**src/inc/cwo_pkg.sv**
```systemverilog
// Function
// - Configuration word is twelve bits; bits 11 and 10 always read as one.
// - Bit 9 enables the reset timer; bit 8 enables brown-out reset.
// - Bit 7 protects self-writable data memory, apart from program protection.
// - Bit 6 selects between the two internal oscillator rates.
// - Bit 5 one: pin is active-low master clear; zero: port input, reset inactive.
// - Bit 4 one turns program memory protection off, zero turns it on.
// - Bit 3 one enables the watchdog, zero disables it.
// - Bits 2 to 0 pick one of six clock source modes.
// - Codes 000 to 010 are crystal modes, always with the long start-up delay.
// - Code 011 is external clock; second pin is port bit; short start-up.
// - Codes 100/101 internal RC, short start-up; 100 port bit, 101 clock out.
// - Codes 110/111 external RC, short start-up; 110 port bit, 111 clock out.
// - Reset timer enable lengthens the short start-up delay to the long one.
// - Last program address holds a load-literal of the calibration value, run first.
// - After that instruction the program counter wraps to 0x000, value kept.
// - Calibration word stays readable whatever the protection settings.
// - Writing the trim register adjusts the internal oscillator frequency.
// - Only trim bits 7 to 1 take part; bit 0 is unimplemented.
package cwo_pkg;

  // Configuration word layout
  localparam int          CFG_W          = 12;
  localparam int          BIT_RST_TMR    = 9;
  localparam int          BIT_BROWNOUT   = 8;
  localparam int          BIT_SW_PROT    = 7;
  localparam int          BIT_OSC_FREQ   = 6;
  localparam int          BIT_MASTER_CLEAR_RESET_EN    = 5;
  localparam int          BIT_PROG_PROT  = 4;
  localparam int          BIT_WDT_EN     = 3;
  localparam logic [11:0] CFG_RESET      = 12'hFFF;
  localparam logic [1:0]  CFG_UNIMP      = 2'h3;

  // Calibration and boot
  localparam logic [11:0] CALIB_RESET    = 12'hC00;
  localparam logic [9:0]  PROG_LAST_ADDR = 10'h3FF;
  localparam logic [9:0]  PROG_START     = 10'h000;
  localparam logic [7:0]  TRIM_RESET     = 8'h00;
  localparam logic [7:0]  ACCUM_RESET    = 8'h00;

  // Register byte offsets
  localparam logic [11:0] OFS_CONFIG     = 12'h000;
  localparam logic [11:0] OFS_TRIM       = 12'h004;
  localparam logic [11:0] OFS_STATUS     = 12'h008;
  localparam logic [11:0] OFS_CALIB      = 12'h00C;
  localparam logic [11:0] OFS_BOOT       = 12'h010;

  // Status register fields
  localparam int          ST_RUN         = 0;
  localparam int          ST_TMR_BUSY    = 1;
  localparam int          ST_LONG        = 2;
  localparam int          ST_MASTER_CLEAR_RESET        = 3;
  localparam int          ST_SW_PROT     = 4;
  localparam int          ST_PROG_PROT   = 5;
  localparam int          ST_MODE_LSB    = 8;

  // Start-up timing at 40 MHz
  localparam int          CLK_PERIOD_NS  = 25;
  localparam int          LONG_DELAY_MS  = 18;
  localparam int          SHORT_DELAY_US = 10;
  localparam int          TIMER_W        = 20;
  localparam int          LONG_CYC_DFLT  = (LONG_DELAY_MS * 1000000 + CLK_PERIOD_NS - 1) / CLK_PERIOD_NS;
  localparam logic [19:0] SHORT_CYCLES   = 20'((SHORT_DELAY_US * 1000 + CLK_PERIOD_NS - 1) / CLK_PERIOD_NS);

  // Clock source one-hot positions
  localparam int          M_LP           = 0;
  localparam int          M_XT           = 1;
  localparam int          M_HS           = 2;
  localparam int          M_EC           = 3;
  localparam int          M_INTERNAL_RC_OSCILLATOR        = 4;
  localparam int          M_EXTERNAL_RC_OSCILLATOR        = 5;

  typedef enum logic [1:0] {
    PH_LOAD,
    PH_STARTUP,
    PH_BOOT,
    PH_RUN
  } cwo_phase_e;

  typedef struct packed {
    cwo_phase_e  phase;
    logic        start;
    logic [11:0] cfg;
    logic [11:0] calib;
    logic [7:0]  trim;
    logic [7:0]  accum;
    logic [9:0]  pc;
    logic        wr_pend;
    logic [11:0] wr_addr;
    logic [31:0] rdata;
  } cwo_top_s;

  typedef struct packed {
    logic        busy;
    logic        done;
    logic [19:0] cnt;
  } cwo_timer_s;

endpackage

```
**src/inc/cwo_timer_if.sv**
```systemverilog
`timescale 1ns/100ps
interface cwo_timer_if;
  logic        start;
  logic [19:0] load_cycles;
  logic        busy;
  logic        done;

  modport ctrl  (output start, output load_cycles, input busy, input done);
  modport timer (input start, input load_cycles, output busy, output done);
endinterface

```
**src/design/cwo_top.sv**
```systemverilog
// Register access over AHB-Lite and the placing of the registers were left to the implementer.
`timescale 1ns/100ps
module cwo_top #(
  parameter int unsigned LONG_START_CYCLES = cwo_pkg::LONG_CYC_DFLT
) (
  // Clock and reset
  input  wire logic        ref_clk,
  input  wire logic        rst,
  // AHB-Lite slave
  input  wire logic        hsel,
  input  wire logic [31:0] haddr,
  input  wire logic [1:0]  htrans,
  input  wire logic        hwrite,
  input  wire logic [2:0]  hsize,
  input  wire logic [31:0] hwdata,
  input  wire logic        hready,
  output logic             hreadyout,
  output logic             hresp,
  output logic [31:0]      hrdata,
  // Nonvolatile storage image
  input  wire logic [11:0] nv_config_word,
  input  wire logic [11:0] nv_calib_word,
  // Device settings
  output logic             reset_timer_enable,
  output logic             brownout_reset_enable,
  output logic             selfwrite_memory_protect,
  output logic             program_memory_protect,
  output logic             internal_osc_frequency_select,
  output logic             watchdog_enable,
  output logic [5:0]       clock_source_onehot,
  output logic [6:0]       oscillator_trim,
  // Master clear pin
  input  wire logic        master_clear_reset_pin_n,
  output logic             master_clear_reset,
  output logic             port_a_bit3_in,
  // Second oscillator pin
  input  wire logic        osc2_in,
  output logic             osc2_out,
  output logic             osc2_oe,
  input  wire logic        clock_output_function_src,
  input  wire logic        port_a_bit4_out,
  input  wire logic        port_a_bit4_oe,
  output logic             port_a_bit4_in,
  // Core boot view
  output logic             core_reset,
  output logic [9:0]       boot_pc,
  output logic [7:0]       boot_accumulator
);

  cwo_pkg::cwo_top_s s_q;
  cwo_pkg::cwo_top_s s_d;
  cwo_timer_if       tmr_if ();

  logic [5:0]  mode_1h;
  logic        long_delay;
  logic        clock_output_function_mode;
  logic        port4_mode;
  logic        master_clear_reset_act;
  logic        addr_ok;
  logic [11:0] cfg_view;
  logic [31:0] status_word;

  // Maps the mode field to one clock source flag
  function automatic logic [5:0] decode_mode(input logic [2:0] fld);
    logic [5:0] oh;
    oh = 6'h00;
    unique case (fld)
      3'h0:       oh[cwo_pkg::M_LP]    = 1'b1;
      3'h1:       oh[cwo_pkg::M_XT]    = 1'b1;
      3'h2:       oh[cwo_pkg::M_HS]    = 1'b1;
      3'h3:       oh[cwo_pkg::M_EC]    = 1'b1;
      3'h4, 3'h5: oh[cwo_pkg::M_INTERNAL_RC_OSCILLATOR] = 1'b1;
      3'h6, 3'h7: oh[cwo_pkg::M_EXTERNAL_RC_OSCILLATOR] = 1'b1;
    endcase
    return oh;
  endfunction

  // Crystal modes need the long delay regardless of the enable bit
  function automatic logic is_crystal(input logic [5:0] oh);
    return oh[cwo_pkg::M_LP] | oh[cwo_pkg::M_XT] | oh[cwo_pkg::M_HS];
  endfunction

  // Register read multiplexer, zero for unmapped offsets
  function automatic logic [31:0] read_reg(input logic [11:0] a, input logic [11:0] cv, input logic [7:0] tr,
                                           input logic [31:0] st, input logic [11:0] cal, input logic [7:0] ac,
                                           input logic [9:0] pc);
    logic [31:0] r;
    r = 32'h00000000;
    if (a == cwo_pkg::OFS_CONFIG) begin
      r = {20'h00000, cv};
    end else if (a == cwo_pkg::OFS_TRIM) begin
      r = {24'h000000, tr[7:1], 1'b0};
    end else if (a == cwo_pkg::OFS_STATUS) begin
      r = st;
    end else if (a == cwo_pkg::OFS_CALIB) begin
      r = {20'h00000, cal};
    end else if (a == cwo_pkg::OFS_BOOT) begin
      r = {14'h0000, pc, ac};
    end
    return r;
  endfunction

  assign mode_1h    = decode_mode(s_q.cfg[2:0]);
  assign long_delay = is_crystal(mode_1h) | s_q.cfg[cwo_pkg::BIT_RST_TMR];
  // odd RC codes drive the clock out
  assign clock_output_function_mode = (mode_1h[cwo_pkg::M_INTERNAL_RC_OSCILLATOR] | mode_1h[cwo_pkg::M_EXTERNAL_RC_OSCILLATOR]) & s_q.cfg[0];
  // port bit on the second pin
  assign port4_mode  = mode_1h[cwo_pkg::M_EC] | ((mode_1h[cwo_pkg::M_INTERNAL_RC_OSCILLATOR] | mode_1h[cwo_pkg::M_EXTERNAL_RC_OSCILLATOR])
                       & ~s_q.cfg[0]);
  // pin acts as reset only when enabled
  assign master_clear_reset_act    = s_q.cfg[cwo_pkg::BIT_MASTER_CLEAR_RESET_EN] & ~master_clear_reset_pin_n;

  assign cfg_view = {cwo_pkg::CFG_UNIMP, s_q.cfg[9:0]};

  // Status word gathers live block state
  always_comb begin
    status_word = 32'h00000000;
    status_word[cwo_pkg::ST_RUN]       = (s_q.phase == cwo_pkg::PH_RUN);
    status_word[cwo_pkg::ST_TMR_BUSY]  = tmr_if.busy;
    status_word[cwo_pkg::ST_LONG]      = long_delay;
    status_word[cwo_pkg::ST_MASTER_CLEAR_RESET]      = master_clear_reset_act;
    status_word[cwo_pkg::ST_SW_PROT]   = ~s_q.cfg[cwo_pkg::BIT_SW_PROT];
    status_word[cwo_pkg::ST_PROG_PROT] = ~s_q.cfg[cwo_pkg::BIT_PROG_PROT];
    status_word[cwo_pkg::ST_MODE_LSB +: 3] = s_q.cfg[2:0];
  end

  // Only the low 4 KB window decodes; higher addresses alias nothing
  assign addr_ok = (haddr[31:12] == 20'h00000);

  // Next-state logic: boot sequence and bus slave
  always_comb begin
    s_d       = s_q;
    s_d.start = 1'b0;

    unique case (s_q.phase)
      cwo_pkg::PH_LOAD: begin
        s_d.cfg   = nv_config_word;
        s_d.calib = nv_calib_word;
        s_d.start = 1'b1;
        s_d.phase = cwo_pkg::PH_STARTUP;
      end
      cwo_pkg::PH_STARTUP: begin
        if (tmr_if.done && !master_clear_reset_act) begin
          s_d.phase = cwo_pkg::PH_BOOT;
        end
      end
      cwo_pkg::PH_BOOT: begin
        // execute load-literal from the last address
        s_d.accum = s_q.calib[7:0];
        // wrap to the user program start
        s_d.pc    = cwo_pkg::PROG_START;
        s_d.phase = cwo_pkg::PH_RUN;
      end
      cwo_pkg::PH_RUN: begin
      end
    endcase

    // master clear restarts start-up, settings stay latched
    if (master_clear_reset_act && s_q.phase != cwo_pkg::PH_LOAD) begin
      s_d.start = 1'b1;
      s_d.phase = cwo_pkg::PH_STARTUP;
      s_d.pc    = cwo_pkg::PROG_LAST_ADDR;
    end

    // Write data phase
    if (s_q.wr_pend) begin
      s_d.wr_pend = 1'b0;
      if (s_q.wr_addr == cwo_pkg::OFS_TRIM) begin
        // trim takes bits 7 to 1 only
        s_d.trim = {hwdata[7:1], 1'b0};
      end
    end

    // Address phase
    if (hsel && htrans[1] && hready) begin
      s_d.wr_pend = hwrite & addr_ok;
      s_d.wr_addr = haddr[11:0];
      s_d.rdata   = (!hwrite && addr_ok) ?
                    read_reg(haddr[11:0], cfg_view, s_d.trim, status_word, s_q.calib, s_q.accum, s_q.pc) :
                    32'h00000000;
    end
  end

  // Single state register
  always_ff @(posedge ref_clk) begin
    if (rst) begin
      s_q.phase   <= cwo_pkg::PH_LOAD;
      s_q.start   <= 1'b0;
      s_q.cfg     <= cwo_pkg::CFG_RESET;
      s_q.calib   <= cwo_pkg::CALIB_RESET;
      s_q.trim    <= cwo_pkg::TRIM_RESET;
      s_q.accum   <= cwo_pkg::ACCUM_RESET;
      s_q.pc      <= cwo_pkg::PROG_LAST_ADDR;
      s_q.wr_pend <= 1'b0;
      s_q.wr_addr <= 12'h000;
      s_q.rdata   <= 32'h00000000;
    end else begin
      s_q <= s_d;
    end
  end

  assign tmr_if.start       = s_q.start;
  assign tmr_if.load_cycles = long_delay ? cwo_pkg::TIMER_W'(LONG_START_CYCLES) : cwo_pkg::SHORT_CYCLES;

  cwo_startup_timer u_timer (
    .ref_clk (ref_clk),
    .rst     (rst),
    .tmr     (tmr_if)
  );

  // Zero-wait slave, always OKAY
  assign hreadyout = 1'b1;
  assign hresp     = 1'b0;
  assign hrdata    = s_q.rdata;

  assign reset_timer_enable            = s_q.cfg[cwo_pkg::BIT_RST_TMR];
  assign brownout_reset_enable         = s_q.cfg[cwo_pkg::BIT_BROWNOUT];
  // region protected when the bit is zero
  assign selfwrite_memory_protect      = ~s_q.cfg[cwo_pkg::BIT_SW_PROT];
  assign program_memory_protect        = ~s_q.cfg[cwo_pkg::BIT_PROG_PROT];
  // one selects the 8 MHz rate
  assign internal_osc_frequency_select = s_q.cfg[cwo_pkg::BIT_OSC_FREQ];
  assign watchdog_enable               = s_q.cfg[cwo_pkg::BIT_WDT_EN];
  assign clock_source_onehot           = mode_1h;
  assign oscillator_trim               = s_q.trim[7:1];

  // pin either resets or reads as a port input
  assign master_clear_reset = master_clear_reset_act;
  assign port_a_bit3_in     = s_q.cfg[cwo_pkg::BIT_MASTER_CLEAR_RESET_EN] ? 1'b0 : master_clear_reset_pin_n;

  // Second pin: clock out, port bit, or left to the crystal
  always_comb begin
    osc2_out       = 1'b0;
    osc2_oe        = 1'b0;
    port_a_bit4_in = 1'b0;
    if (clock_output_function_mode) begin
      osc2_out = clock_output_function_src;
      osc2_oe  = 1'b1;
    end else if (port4_mode) begin
      osc2_out       = port_a_bit4_out;
      osc2_oe        = port_a_bit4_oe;
      port_a_bit4_in = osc2_in;
    end
  end

  // Core held until start-up and boot complete
  assign core_reset       = (s_q.phase != cwo_pkg::PH_RUN) | master_clear_reset_act;
  assign boot_pc          = s_q.pc;
  assign boot_accumulator = s_q.accum;

endmodule

```
**src/design/cwo_startup_timer.sv**
```systemverilog
`timescale 1ns/100ps
module cwo_startup_timer (
  // Clock and reset
  input  wire logic   ref_clk,
  input  wire logic   rst,
  // Control from the loader
  cwo_timer_if.timer  tmr
);

  cwo_pkg::cwo_timer_s s_q;
  cwo_pkg::cwo_timer_s s_d;

  // Down counter; a new start restarts it even mid-count
  always_comb begin
    s_d      = s_q;
    s_d.done = 1'b0;
    if (tmr.start) begin
      s_d.busy = 1'b1;
      s_d.cnt  = (tmr.load_cycles == 20'h00000) ? 20'h00000 : tmr.load_cycles - 20'h00001;
    end else if (s_q.busy) begin
      if (s_q.cnt == 20'h00000) begin
        s_d.busy = 1'b0;
        s_d.done = 1'b1;
      end else begin
        s_d.cnt = s_q.cnt - 20'h00001;
      end
    end
  end

  // State register
  always_ff @(posedge ref_clk) begin
    if (rst) begin
      s_q <= '0;
    end else begin
      s_q <= s_d;
    end
  end

  assign tmr.busy = s_q.busy;
  assign tmr.done = s_q.done;

endmodule

```
**config.mk**
```make
export PLATFORM = sky130hd
export DESIGN_NAME = cwo_top
export DESIGN_NICKNAME = d
export VERILOG_FILES = /design/src/inc/cwo_pkg.sv /design/src/inc/cwo_timer_if.sv /design/src/design/cwo_top.sv /design/src/design/cwo_startup_timer.sv
export SDC_FILE = /design/constraint.sdc
export NUM_CORES = 1
export LEC_CHECK = 0
export ABC_AREA = 0
export BUFFER_PORTS_ARGS = -buffer_cell sky130_fd_sc_hd__buf_4
export CAP_MARGIN = 0
export CELL_PAD_IN_SITES_DETAIL_PLACEMENT = 1
export CELL_PAD_IN_SITES_GLOBAL_PLACEMENT = 1
export CORE_MARGIN = 1
export CORE_UTILIZATION = 35
export DETAILED_ROUTE_END_ITERATION = 12
export PLACE_DENSITY = 0.87
export SLEW_MARGIN = 40
export SYNTH_ARGS = -nofsm -noshare
export SYNTH_HDL_FRONTEND = slang
export SYNTH_HIERARCHICAL = 1
export SYNTH_SLANG_ARGS = --single-unit
```
**constraint.sdc**
```tcl
create_clock -name ref_clk -period 7 [get_ports ref_clk]
set_clock_uncertainty 0.2 [all_clocks]
set_input_delay 0.7 -clock ref_clk [delete_from_list [all_inputs] [get_ports ref_clk]]
set_output_delay 0.7 -clock ref_clk [all_outputs]
set_load 0.005 [all_outputs]
```
==> run_results.csv <==
group,metric,value,unit
run_status,outcome,"finished, final reports clean",
clocking,path_clk_slew,70,ps
floorplanning,die_w,127,µm
floorplanning,core_area,0.0152,mm²
timing,period_minus_slack,2770,ps
floorplanning,die_h,127,µm
setup_path,cpPeakStageDelay,830,ps
global_routing,grt-ovfl-total,0,
setup_path,crit_family,"compound AO/OA/AOI/OAI gates",
clocking,clock_sinks,89,
power_and_ir_drop,p_seq_share,35.9,%
final_layout,diodes,0,
setup_path,crit_required,7050,ps
global_routing,grt_first_pass_wirelength,27000,µm
place,hpwl,12400,µm
clocking,cts-buffers-inserted,9,
final_layout,fin_area,0.00656,mm²
yosys,syn-cell-area,0.00544,mm²
detailed_routing,drc,0,
yosys,syn_avg_cell_area,8.25,µm²
floorplanning,std_cell_rows,45,
timing,setup_viol,0,
setup_path,cp-start-kind,"flip-flop",
place,postPlaceCellArea,0.00627,mm²
setup_path,slowest_stage,"dfxtp_1",
timing,hold_viol_final,0,
detailed_routing,dr_total_vias,5225,
final_layout,area_growth,20.5,%
flow_run,cap_violations,0,
yosys,async_reset_ff_share,0,%
detailed_routing,wl_per_cell,17.7,µm
clocking,cts_setup_buffers,0,
detailed_routing,drt-pass1-iter-count,5,
clocking,clk_path_buf_depth,2,
power_and_ir_drop,leakage,2.77,nW
power_and_ir_drop,vdd_ir_drop_max,0.000124,V
yosys,synthFlopType,"dfxtp_1",
yosys,synth_cell_type_count,70,
global_routing,antenna_found_initial,0,
global_routing,grt_use_total,21.1,%
timing,timing.final.crit_share,39.6,%
setup_path,cp-end-kind,"flip-flop",
floorplanning,io_pins,180,
floorplanning,die_area,0.0161,mm²
clocking,cts_tree,"yes",
final_layout,finalNetCount,871,
final_layout,layout-drive-gt1-share,22.0,%
detailed_routing,postRouteAntennaNets,0,
timing,timing.setup.tns,0,ps
yosys,synth_cells,660,
yosys,synth_edf_count,0,
clocking,insertion_delay,340,ps
detailed_routing,drt-initial-drc-count,450,
timing,grt_setup_unrepaired,"false",
power_and_ir_drop,p_per_area,306,mW/mm²
yosys,yosysWarnings,6,
power_and_ir_drop,power_switching,0.806,mW
timing,slew-limit-headroom,47.3,%
setup_path,path_max_fanout,19,
min_path,hp-class,"reg -> reg",
clocking,h-tree-depth,3,
place,io_buffers,132,
timing,final_max_slew_viol_count,0,
power_and_ir_drop,combPwrFrac,41.1,%
global_routing,grt_pass1_vias,5234,
setup_path,arrival,2820,ps
setup_path,path_cells,"inv_1, a21oi_1, o21ai_0, a311oi_1",
clocking,cts-root-buf,"clkbuf_16",
yosys,ys_ff_latch,89,
floorplanning,initial_core_util,35.8,%
setup_path,worstSetupPathType,"reg -> reg",
power_and_ir_drop,power.share.clock,23.0,%
final_layout,final_util,43.2,%
place,place.gp.congestion,0.859,
detailed_routing,vias_per_cell,5.49,
timing,worstMarginPinSlew,790,ps
power_and_ir_drop,p_sw_share,40.2,%
yosys,yosysSeqAreaShare,32.7,%
power_and_ir_drop,internal_power,1.20,mW
clocking,cts-hold-fix-buffers,0,
setup_path,path_buf_inv,1,
global_routing,grt_max_degree,55,
timing,fmax,0.361,GHz
detailed_routing,drt-total-wl,16900,µm
clocking,cts-resized-gates,0,
-- final cells by class --
class                      count  area, µm²
multi-input combinational    502       3170
clock inverter                 5       38.8
timing repair buffer         134       1010
fill                        1846       8640
inverter                      23       86.3
clock buffer                  11        243
tap                          188        235
sequential                    89       1780
-- tightest hold or removal path: stages, from the launching register on --
cell and delay, ps:
dfxtp_1 310, nand2_1 50, a21oi_1 50
-- metal layers --
layer / part of all wire [%] / global-route usage, %
met1: 41 / 24.5
met2: 51 / 38.8
met3: 6.3 / 4.22
met4: 1.7 / 6.79
met5: 0 / 0
-- kinds of logic (layout without fill, tap and decap cells) --
logic type                 count (synthesis)  after routing  synth area share, %
and+or+nand+nor                          239            239                 23.7
AOI/OAI and AO/OA                        154            154                 19.9
buffers and inverters                    116            173                 12.4
DFF                                       89             89                 32.7
muxes                                     35             35                 6.46
xor gates and xnor gates                  16             16                 2.57
adders and majority gates                  9              9                 2.07
other                                      2             49                0.138
-- cell usage after synthesis, types with 6 or more instances --
master / number / area [µm²]
dfxtp_1: 89 / 1780
nand2_1: 68 / 255
buf_4: 59 / 443
nor2_1: 54 / 203
mux2i_1: 34 / 340
a21oi_1: 31 / 155
o21ai_0: 25 / 125
clkbuf_1: 22 / 82.6
inv_1: 22 / 82.6
nor3_1: 19 / 95.1
nand3_1: 18 / 90.1
nor4_1: 14 / 87.6
o22ai_1: 13 / 81.3
nor2b_1: 12 / 75.1
a32o_1: 11 / 110
xor2_1: 10 / 87.6
ha_1: 9 / 113
nand4_1: 8 / 50.1
a22o_1: 7 / 61.3
buf_1: 7 / 26.3
o31ai_1: 7 / 52.6
xnor2_1: 6 / 52.6
-- stage by stage --
| stage | hold slack (ps) | setup WS [ps] | instances | total power, mW |
|---|---|---|---|---|
| 3_5_place_dp | 243 | 4040 | 936 | 1.54 |
| 6_report | 254 | 4230 | 952 | 2.01 |
| 2_1_floorplan | 226 | 4600 | 707 | 1.29 |
| 3_3_place_gp | 236 | 4060 | 936 | 1.50 |
| 4_1_cts | 256 | 4220 | 952 | 2.00 |
| 5_1_grt | 266 | 4030 | 952 | 2.13 |
-- sequential cells by signal, summed over array words and instances, names as in the netlist --
register                       count
hrdata                            13
internal_osc_frequency_select      1
reset_timer_enable                 1
tmr_if.start                       1
oscillator_trim                    7
brownout_reset_enable              1
cfg_view                           6
s_q                               27
boot_pc                            1
u_timer/tmr.busy                   1
watchdog_enable                    1
u_timer/tmr.done                   1
boot_accumulator                   8
u_timer/s_q                       20
-- layout by cell type (no fill, tap or decap), types with 4 or more instances in the layout --
cell,instances
a21o_1,4
a21oi_1,31
a22o_1,7
a32o_1,11
a32oi_1,5
and2_1,5
buf_4,134
clkbuf_16,9
conb_1,49
dfxtp_1,89
ha_1,9
inv_1,22
mux2i_1,34
nand2_1,68
nand2b_1,4
nand3_1,18
nand4_1,8
nor2_1,54
nor2b_1,12
nor3_1,19
nor3b_1,4
nor4_1,13
nor4_2,5
nor4_4,4
nor4b_1,4
o211ai_1,5
o21ai_0,25
o21ai_1,4
o22ai_1,13
o31ai_1,7
o32ai_1,4
xnor2_1,6
xor2_1,10
-- power by group through the flow --
stage / clock network [mW] / registers (mW) / logic (mW)
2_1_floorplan: 0 / 0.668 / 0.623
3_3_place_gp: 0 / 0.720 / 0.780
3_5_place_dp: 0 / 0.726 / 0.811
4_1_cts: 0.467 / 0.716 / 0.817
5_1_grt: 0.493 / 0.733 / 0.907
6_report: 0.461 / 0.720 / 0.825
-- worst paths after layout --
| kind | depth (start not counted) | endpoint | start | slack, ps |
|---|---|---|---|---|
| worst max-delay path | 4 | u_timer/s_q[3]$_SDFFE_PP0P_ | tmr_if.start$_SDFF_PP0_ | 4230 |
| worst min-delay path | 2 | s_q[43]$_SDFFE_PP0P_ | s_q[43]$_SDFFE_PP0P_ | 250 |
| worst min register to register | 2 | s_q[43]$_SDFFE_PP0P_ | s_q[43]$_SDFFE_PP0P_ | 250 |
| worst max register to register | 4 | u_timer/s_q[3]$_SDFFE_PP0P_ | tmr_if.start$_SDFF_PP0_ | 4230 |
Note: power is estimated with default switching activity, not from simulation.
